`src/rtl/rivm_defs.vh`:
```
/*
 * Constants for the reset and interrupt vector map: table offsets,
 * address width, reset value and fuse polarity.
 * Assumes inclusion by bare name from the rtl files.
 */
`ifndef RIVM_DEFS_VH
`define RIVM_DEFS_VH

`define RIVM_ADDR_W 12
`define RIVM_SRC_N 25
`define RIVM_RESET_ADDR 12'h000
`define RIVM_TABLE_BASE 12'h001
`define RIVM_FUSE_PROGRAMMED 1'b0
`define RIVM_BOOT_ADDR_DEF 12'hc00

`define RIVM_OFS_EXT0 5'h01
`define RIVM_OFS_EXT1 5'h02
`define RIVM_OFS_PC0 5'h03
`define RIVM_OFS_PC1 5'h04
`define RIVM_OFS_PC2 5'h05
`define RIVM_OFS_WDOG 5'h06
`define RIVM_OFS_T2_MA 5'h07
`define RIVM_OFS_T2_MB 5'h08
`define RIVM_OFS_T2_WRAP 5'h09
`define RIVM_OFS_T1_CAP 5'h0a
`define RIVM_OFS_T1_MA 5'h0b
`define RIVM_OFS_T1_MB 5'h0c
`define RIVM_OFS_T1_WRAP 5'h0d
`define RIVM_OFS_T0_MA 5'h0e
`define RIVM_OFS_T0_MB 5'h0f
`define RIVM_OFS_T0_WRAP 5'h10
`define RIVM_OFS_SSER 5'h11
`define RIVM_OFS_ARX 5'h12
`define RIVM_OFS_ATXE 5'h13
`define RIVM_OFS_ATXC 5'h14
`define RIVM_OFS_CONV 5'h15
`define RIVM_OFS_NVM 5'h16
`define RIVM_OFS_ACMP 5'h17
`define RIVM_OFS_TWS 5'h18
`define RIVM_OFS_STORE 5'h19

`endif

```
`src/rtl/rivm_offset_enc.v`:
```
/*
 * Encodes a one-hot accepted-source vector into its table offset.
 * Bit i of the vector is the source at offset i+1; the lowest set bit wins.
 * Assumes at most one bit is set in normal use.
 */
`timescale 1ns/1ns
`default_nettype none
`include "rivm_defs.vh"

module rivm_offset_enc #(
    parameter SRC_N = `RIVM_SRC_N
) (
    input wire [SRC_N-1:0] src,
    output reg [4:0] offset,
    output reg hit
);
    integer i;
    always @* begin
        offset = 5'h00;
        hit = 1'b0;
        // scan downward so the lowest index ends up winning
        for (i = SRC_N - 1; i >= 0; i = i - 1) begin
            if (src[i]) begin
                offset = i[4:0] + 5'h01;
                hit = 1'b1;
            end
        end
    end
endmodule // rivm_offset_enc

`default_nettype wire

```
`src/rtl/rivm_vector_map.v`:
```
/*
 * Reset and interrupt vector map: produces the program-counter load
 * address after reset and on each accepted interrupt.
 * Assumes the core presents one accepted source at a time (priority and
 * masking live elsewhere) and all inputs are synchronous to clock.
 * The boot section start is a level input; deriving it from the boot
 * size setting is left to the surrounding logic.
 * Data path: irq_accept is gated off during the reset load, the small
 * encoder turns the lowest set bit into a one-based slot, and the slot
 * indexes a table of offsets kept as header constants, so a part with
 * another table order only touches the header.
 * Several bits at once are not an error: the lowest one wins and the
 * others are dropped without trace, so the core must hold them itself.
 * A request in the cycle right after reset release is refused the same
 * way; the reset load always comes first.
 * Back-to-back requests give back-to-back loads; nothing is queued.
 * Outputs are registered; pc_load_q stands one cycle while the address
 * and the offset hold until the next load.
 */
`timescale 1ns/1ns
`default_nettype none
`include "rivm_defs.vh"

module rivm_vector_map #(
    parameter ADDR_W = `RIVM_ADDR_W,
    parameter SRC_N = `RIVM_SRC_N
) (
    input wire clock,
    input wire rst_n,
    input wire boot_reset_vector_fuse,
    input wire vector_table_select,
    input wire [ADDR_W-1:0] boot_reset_addr,
    input wire [SRC_N-1:0] irq_accept,
    output reg [ADDR_W-1:0] pc_load_addr_q,
    output reg pc_load_q,
    output reg [4:0] vector_offset_q
);
    // bit order of irq_accept follows the table, offset 0x001 first
    localparam ST_RESET = 1'b0;
    localparam ST_RUN = 1'b1;
    localparam [4:0] NO_OFFSET = 5'h00;
    localparam [0:0] FUSE_PROG = `RIVM_FUSE_PROGRAMMED;
    // base stays at zero; one-based offsets give the 0x001 table start
    localparam [ADDR_W-1:0] RESET_TARGET = `RIVM_RESET_ADDR;

    // external requests zero and one
    // external pin zero
    localparam [4:0] OFS_EXT0 = `RIVM_OFS_EXT0;
    // external pin one
    localparam [4:0] OFS_EXT1 = `RIVM_OFS_EXT1;

    // pin-change groups, then watchdog
    // pin-change group zero
    localparam [4:0] OFS_PC0 = `RIVM_OFS_PC0;
    // pin-change group one
    localparam [4:0] OFS_PC1 = `RIVM_OFS_PC1;
    // pin-change group two
    localparam [4:0] OFS_PC2 = `RIVM_OFS_PC2;
    // watchdog time-out in interrupt mode
    localparam [4:0] OFS_WDOG = `RIVM_OFS_WDOG;

    // timer two
    // timer two match a
    localparam [4:0] OFS_T2_MA = `RIVM_OFS_T2_MA;
    // timer two match b
    localparam [4:0] OFS_T2_MB = `RIVM_OFS_T2_MB;
    // timer two wrap
    localparam [4:0] OFS_T2_WRAP = `RIVM_OFS_T2_WRAP;

    // timer one
    // timer one capture
    localparam [4:0] OFS_T1_CAP = `RIVM_OFS_T1_CAP;
    // timer one match a
    localparam [4:0] OFS_T1_MA = `RIVM_OFS_T1_MA;
    // timer one match b
    localparam [4:0] OFS_T1_MB = `RIVM_OFS_T1_MB;
    // timer one wrap
    localparam [4:0] OFS_T1_WRAP = `RIVM_OFS_T1_WRAP;

    // timer zero
    // timer zero match a
    localparam [4:0] OFS_T0_MA = `RIVM_OFS_T0_MA;
    // timer zero match b
    localparam [4:0] OFS_T0_MB = `RIVM_OFS_T0_MB;
    // timer zero wrap
    localparam [4:0] OFS_T0_WRAP = `RIVM_OFS_T0_WRAP;

    // serial units
    // sync serial done
    localparam [4:0] OFS_SSER = `RIVM_OFS_SSER;
    // async receive complete
    localparam [4:0] OFS_ARX = `RIVM_OFS_ARX;
    // async transmit buffer empty
    localparam [4:0] OFS_ATXE = `RIVM_OFS_ATXE;
    // async transmit done
    localparam [4:0] OFS_ATXC = `RIVM_OFS_ATXC;

    // converter, memories, comparator, two-wire
    // converter conversion complete
    localparam [4:0] OFS_CONV = `RIVM_OFS_CONV;
    // data nvm ready
    localparam [4:0] OFS_NVM = `RIVM_OFS_NVM;
    // analog comparator
    localparam [4:0] OFS_ACMP = `RIVM_OFS_ACMP;
    // two-wire serial event
    localparam [4:0] OFS_TWS = `RIVM_OFS_TWS;
    // program store ready
    localparam [4:0] OFS_STORE = `RIVM_OFS_STORE;

    // sequencing
    reg state_q;
    reg state_d;

    // source path
    wire [SRC_N-1:0] src_live;
    wire [4:0] enc_slot;
    wire enc_hit;
    wire [SRC_N*5-1:0] tab_term;
    reg [4:0] tab_offset;
    integer j;
    genvar g;

    // address path
    reg [ADDR_W-1:0] reset_addr;
    reg [ADDR_W-1:0] table_start;
    reg [ADDR_W-1:0] pc_load_addr_d;
    reg pc_load_d;
    reg [4:0] vector_offset_d;

    // slot to table offset; slots beyond the table keep their number
    function [4:0] slot_offset;
        input integer slot;
        begin
            case (slot)
                // external, pin-change and watchdog
                1: slot_offset = OFS_EXT0;
                2: slot_offset = OFS_EXT1;
                3: slot_offset = OFS_PC0;
                4: slot_offset = OFS_PC1;
                5: slot_offset = OFS_PC2;
                6: slot_offset = OFS_WDOG;

                // timer two
                7: slot_offset = OFS_T2_MA;
                8: slot_offset = OFS_T2_MB;
                9: slot_offset = OFS_T2_WRAP;

                // timer one
                10: slot_offset = OFS_T1_CAP;
                11: slot_offset = OFS_T1_MA;
                12: slot_offset = OFS_T1_MB;
                13: slot_offset = OFS_T1_WRAP;

                // timer zero
                14: slot_offset = OFS_T0_MA;
                15: slot_offset = OFS_T0_MB;
                16: slot_offset = OFS_T0_WRAP;

                // serial units
                17: slot_offset = OFS_SSER;
                18: slot_offset = OFS_ARX;
                19: slot_offset = OFS_ATXE;
                20: slot_offset = OFS_ATXC;

                // converter to program store
                21: slot_offset = OFS_CONV;
                22: slot_offset = OFS_NVM;
                23: slot_offset = OFS_ACMP;
                24: slot_offset = OFS_TWS;
                25: slot_offset = OFS_STORE;
                default: slot_offset = slot[4:0];
            endcase
        end
    endfunction

    // requests in the reset-load cycle are refused here
    // gating keeps enc_hit low while the reset load is pending
    generate
        for (g = 0; g < SRC_N; g = g + 1) begin : g_src
            localparam [4:0] SLOT = g + 1;
            assign src_live[g] = irq_accept[g] & (state_q == ST_RUN);
            if (g < `RIVM_SRC_N) begin : g_tab
                // only the selected slot feeds the or-tree
                assign tab_term[g*5 +: 5] = (enc_slot == SLOT) ? slot_offset(g + 1) : NO_OFFSET;
            end else begin : g_raw
                // past the table the slot number is the offset
                assign tab_term[g*5 +: 5] = (enc_slot == SLOT) ? SLOT : NO_OFFSET;
            end
        end
    endgenerate

    // offset follows source position
    // encoder only finds the slot; the table above gives the offset
    rivm_offset_enc #(
        .SRC_N(SRC_N)
    ) u_enc (
        .src(src_live),
        .offset(enc_slot),
        .hit(enc_hit)
    );

    // one term at most is nonzero, so a plain or picks it
    always @* begin
        tab_offset = NO_OFFSET;
        for (j = 0; j < SRC_N; j = j + 1) begin
            tab_offset = tab_offset | tab_term[j*5 +: 5];
        end
    end

    always @* begin
        if (boot_reset_vector_fuse == FUSE_PROG) begin
            reset_addr = boot_reset_addr;
        end else begin
            reset_addr = RESET_TARGET;
        end
    end

    // table moves with the select bit alone
    always @* begin
        if (vector_table_select) begin
            table_start = boot_reset_addr;
        end else begin
            table_start = RESET_TARGET;
        end
    end

    // reset load happens once, then only requests cause loads
    always @* begin
        case (state_q)
            ST_RESET: begin
                state_d = ST_RUN;
            end
            default: begin
                state_d = state_q;
            end
        endcase
    end

    // address and offset hold unless a load fires
    always @* begin
        pc_load_d = 1'b0;
        pc_load_addr_d = pc_load_addr_q;
        vector_offset_d = vector_offset_q;
        case (state_q)
            ST_RESET: begin
                // first cycle after release: jump to reset target
                pc_load_d = 1'b1;
                pc_load_addr_d = reset_addr;
                vector_offset_d = NO_OFFSET;
            end
            default: begin
                if (enc_hit) begin
                    pc_load_d = 1'b1;
                    pc_load_addr_d = table_start + {{(ADDR_W-5){1'b0}}, tab_offset};
                    vector_offset_d = tab_offset;
                end
            end
        endcase
    end

    // state and load pulse; async clear so the reset load waits for release
    always @(posedge clock or negedge rst_n) begin
        if (!rst_n) begin
            state_q <= ST_RESET;
            pc_load_q <= 1'b0;
        end else begin
            state_q <= state_d;
            pc_load_q <= pc_load_d;
        end
    end

    // address holds between loads for the core to fetch
    always @(posedge clock or negedge rst_n) begin
        if (!rst_n) begin
            pc_load_addr_q <= RESET_TARGET;
        end else begin
            pc_load_addr_q <= pc_load_addr_d;
        end
    end

    // offset of the last load, zero after a reset load
    always @(posedge clock or negedge rst_n) begin
        if (!rst_n) begin
            vector_offset_q <= NO_OFFSET;
        end else begin
            vector_offset_q <= vector_offset_d;
        end
    end
endmodule // rivm_vector_map

`default_nettype wire

```
`config.mk`:
```
export PLATFORM = sky130hd
export DESIGN_NAME = rivm_vector_map
export DESIGN_NICKNAME = d
export VERILOG_FILES = /design/src/rtl/rivm_offset_enc.v /design/src/rtl/rivm_vector_map.v
export VERILOG_INCLUDE_DIRS = /design/src /design/src/rtl
export SDC_FILE = /design/constraint.sdc
export NUM_CORES = 1
export LEC_CHECK = 0
export BUFFER_PORTS_ARGS = -buffer_cell sky130_fd_sc_hd__buf_4
export CAP_MARGIN = 40
export CORE_AREA = 2 2 71 56
export DETAILED_ROUTE_END_ITERATION = 7
export DIE_AREA = 0 0 73 58
export HOLD_SLACK_MARGIN = 0.08
export PLACE_DENSITY = 0.72
export SETUP_SLACK_MARGIN = 0.02
export SLEW_MARGIN = 20
export SYNTH_ARGS = -nofsm -noshare
export SYNTH_HDL_FRONTEND = slang
export SYNTH_SLANG_ARGS = --single-unit
```
`constraint.sdc`:
```
create_clock -name clock -period 6.47 [get_ports clock]
set_input_delay 0.3235 -clock clock [delete_from_list [all_inputs] [get_ports clock]]
set_output_delay 0.3235 -clock clock [all_outputs]
set_load 0.005 [all_outputs]
```
==> flow_metrics.py <==
metrics = {
    "cts": {
        "cts_buffer_depth": 2,
        "clk_pin_slew_worst_paths_ns": 0.07,
        "h-tree-depth": 1,
        "insertion_delay_ns": 0.26,
        "cts_resized": 0,
        "cts_made_buffers": 3,
        "cts-root-buf": "clkbuf_8",
        "clock-sinks": 19,
        "tritoncts": "yes",
    },
    "sta": {
        "finalHoldViolations": 0,
        "setup_viol": 0,
        "tns_ns": 0,
        "min_period_over_period": 0.459,
        "tightest_slew_ns": 0.852,
        "skew_ns": 0.00153,
        "clock.fmax_mhz": 337,
        "grt_setup_unrepaired": "false",
        "setup_ws_ns": 3.50,
        "slew_violations": 0,
        "finalCriticalPeriod_ns": 2.97,
        "slew_headroom": 0.430,
    },
    "die": {
        "coreArea_mm2": 0.00354,
        "die_h_um": 58,
        "dieArea_mm2": 0.00423,
        "row_count": 19,
        "die_x_um": 73,
        "initial_utilization": 0.433,
        "io_pins": 59,
    },
    "finish": {
        "drive_above_1_share": 0.308,
        "area_growth_pct": 33.6,
        "antenna_cells": 0,
        "nets": 285,
    },
    "setup_path": {
        "startpoint_type": "flip-flop",
        "r2r_start": "state_q",
        "end_kind": "flip-flop",
        "r2r_slack_ns": 3.50,
        "worstSetupPathType": "flip-flop to flip-flop",
        "cp-startpoint": "state_q",
        "worstPathMaxFanout": 19,
        "worstPathRequired_ns": 6.59,
        "worstReg2RegEnd": "pc_load_addr_q[8]",
        "r2r_cells": 10,
        "arrival_ns": 3.08,
        "crit_end": "pc_load_addr_q[8]",
    },
    "route": {
        "vias": 1568,
        "initialDrtViolationCount": 68,
        "drt-total-wl_mm": 4.07,
        "wl_met3_um": 156,
        "top_layer_used": "met4",
        "antenna_left": 0,
        "m1WireLength_mm": 2.07,
        "route.detailed.wl_per_inst_um": 14.6,
        "vias_per_cell": 5.62,
        "remaining_drc_errors": 0,
        "route.met2.wl_mm": 1.80,
        "dr.pass1.iters": 4,
    },
    "synthesis": {
        "synth.avg_cell_area_um2": 8.56,
        "synthFlopType": "dfrtp_1",
        "synth-compound-area-share": 0.331,
        "synth_adder_area_share": 0.0539,
        "synth_xor_area_frac": 0.0229,
        "muxShareOfSynthArea": 0,
        "synth_area_leaders": "dfrtp_1 (31%), nor2_1 (5.9%), ha_1 (4.1%)",
        "yosysUniqueCellTypes": 49,
        "async_flop_share": 1.00,
        "yosys.area_share.simple": 0.243,
        "synth_common_cells": "nor2_1 (24), dfrtp_1 (19), nand2_1 (14), o21ai_0 (12), a21oi_1 (10)",
        "synth_edf_count": 0,
        "synth-seq-cells": 19,
        "synth_area_mm2": 0.00153,
        "synth_area_leader_cell": "dfrtp_1",
        "synth_top_family_by_area": "compound AO/OA/AOI/OAI gates",
        "ys_seq_area_frac": 0.310,
        "syn_inst": 179,
        "yosysMostFrequentCell": "nor2_1",
        "syn_nets": 226,
        "synth_top_area_share": 0.310,
        "yosys_warnings": 0,
    },
    "run": {
        "drv_cap": 0,
    },
    "grt": {
        "grt_max_degree": 20,
        "grt_util_all_layers": 0.205,
        "grt_pass1_vias": 1472,
        "grt_pass1_wl_mm": 6.82,
        "antenna_found_initial": 0,
        "overflow": 0,
    },
    "placement": {
        "place_hpwl_mm": 3.21,
        "portBuffers": 58,
        "pre_cts_slack_ns": 3.51,
        "gp_congestion": 0.831,
    },
    "pwr": {
        "vdd_drop_max_v": 0.000105,
        "finalPower_mw": 0.314,
        "power.leakage_nw": 0.965,
        "p_per_area_mw_per_mm2": 153,
    },
    "run_status": {
        "status": "complete, no violations",
    },
    "worst_hold_path": {
        "min-delay-path-class": "primary input to flip-flop",
    },
}
-- critical path, stage by stage, from the launching register on --
cell and delay, ns:
dfrtp_1 0.71, o41ai_2 0.21, or2b_1 0.25, a21bo_2 0.21, a21oi_1 0.21, ha_1 0.33
a211oi_1 0.35, o21ba_2 0.22, nor4b_1 0.05, a211oi_1 0.18, o21ai_0 0.10
-- flip-flops by register name, indices dropped and copies added, names as in the netlist --
register,cells
pc_load_addr_q,12
vector_offset_q,5
pc_load_q,1
state_q,1
-- cells by family (layout without fill, tap and decap cells) --
family,Yosys count,count (layout)
other,1,1
and+or+nand+nor,71,71
buffers and inverters,12,70
xor gates and xnor gates,4,4
adders and majority gates,6,6
AOI/OAI and AO/OA,66,66
DFF,19,19
-- layout make-up --
class / count / area [um2]
Fill cell: 328 / 1500
Multi-Input combinational cell: 148 / 1000
Sequential cell: 19 / 475
Timing Repair Buffer: 59 / 445
Tap cell: 42 / 52.6
Clock buffer: 3 / 41.3
Inverter: 7 / 26.3
Clock inverter: 1 / 5.00
-- where the power goes --
group	internal, mW	switching [mW]	leakage [nW]
clock	0.0429	0.0415	0.0255
sequential	0.128	0.00667	0.238
combinational	0.0493	0.0451	0.702
-- metal layers --
| metal | vias up | GRT usage |
|---|---|---|
| met2 | 33 | 0.300 |
| met3 | 4 | 0.0400 |
| met1 | 732 | 0.309 |
| met5 | - | 0 |
| met4 | 0 | 0.0503 |
| li1 | 799 | - |
-- worst min path at each step --
| stage | cells past startpoint | slack, ns | from | endpoint |
|---|---|---|---|---|
| floorplan | 0 | 0.03 | rst_n | pc_load_addr_q[0] |
| global placement | 1 | 0.22 | rst_n | pc_load_q |
| detailed placement | 1 | 0.22 | rst_n | pc_load_q |
| CTS | 3 | 0.32 | boot_reset_addr[11] | pc_load_addr_q[11] |
| global route | 3 | 0.34 | boot_reset_addr[3] | pc_load_addr_q[3] |
| finish | 3 | 0.32 | boot_reset_addr[11] | pc_load_addr_q[11] |
-- through the flow --
stage                     hold WS, ns  instances  area, um2  utilization
after floorplan                0.0279        179       1530            -
after global placement          0.215        274       1990        0.562
after detailed placement        0.219        274       1990        0.562
after CTS                       0.317        279       2050        0.578
after global routing            0.336        279       2050        0.578
final                           0.318        279       2050        0.578
-- timing repair --
action / in CTS / in global routing
endpoints found under the hold margin: 19 / 0
buffers inserted: 0 / 0
hold buffers: 1 / 0
-- placed cells by master, fill, tap and decap left out, types with 2 or more instances in the layout --
master    synthesis  routed
a211oi_1          4       4
a21o_1            5       5
a21oi_1          10      10
a221oi_1          3       3
a22oi_1           3       3
a31oi_1           3       3
a41oi_2           3       3
and2_1            6       6
and3_1            2       2
buf_4             1      58
clkbuf_8          0       3
dfrtp_1          19      19
ha_1              5       5
inv_1             6       6
nand2_1          14      14
nand2b_1          2       2
nand3_1           3       3
nand3b_1          2       2
nand4_1           2       2
nor2_1           24      24
nor2b_1           3       3
nor3_1            2       2
nor4_1            4       4
o211ai_1          4       4
o21ai_0          12      12
o21bai_1          3       3
o311a_1           2       2
o31a_1            2       2
o31ai_1           3       3
o41ai_2           2       2
or4_1             2       2
xnor2_1           3       3
(Power assumes the default switching activity.)
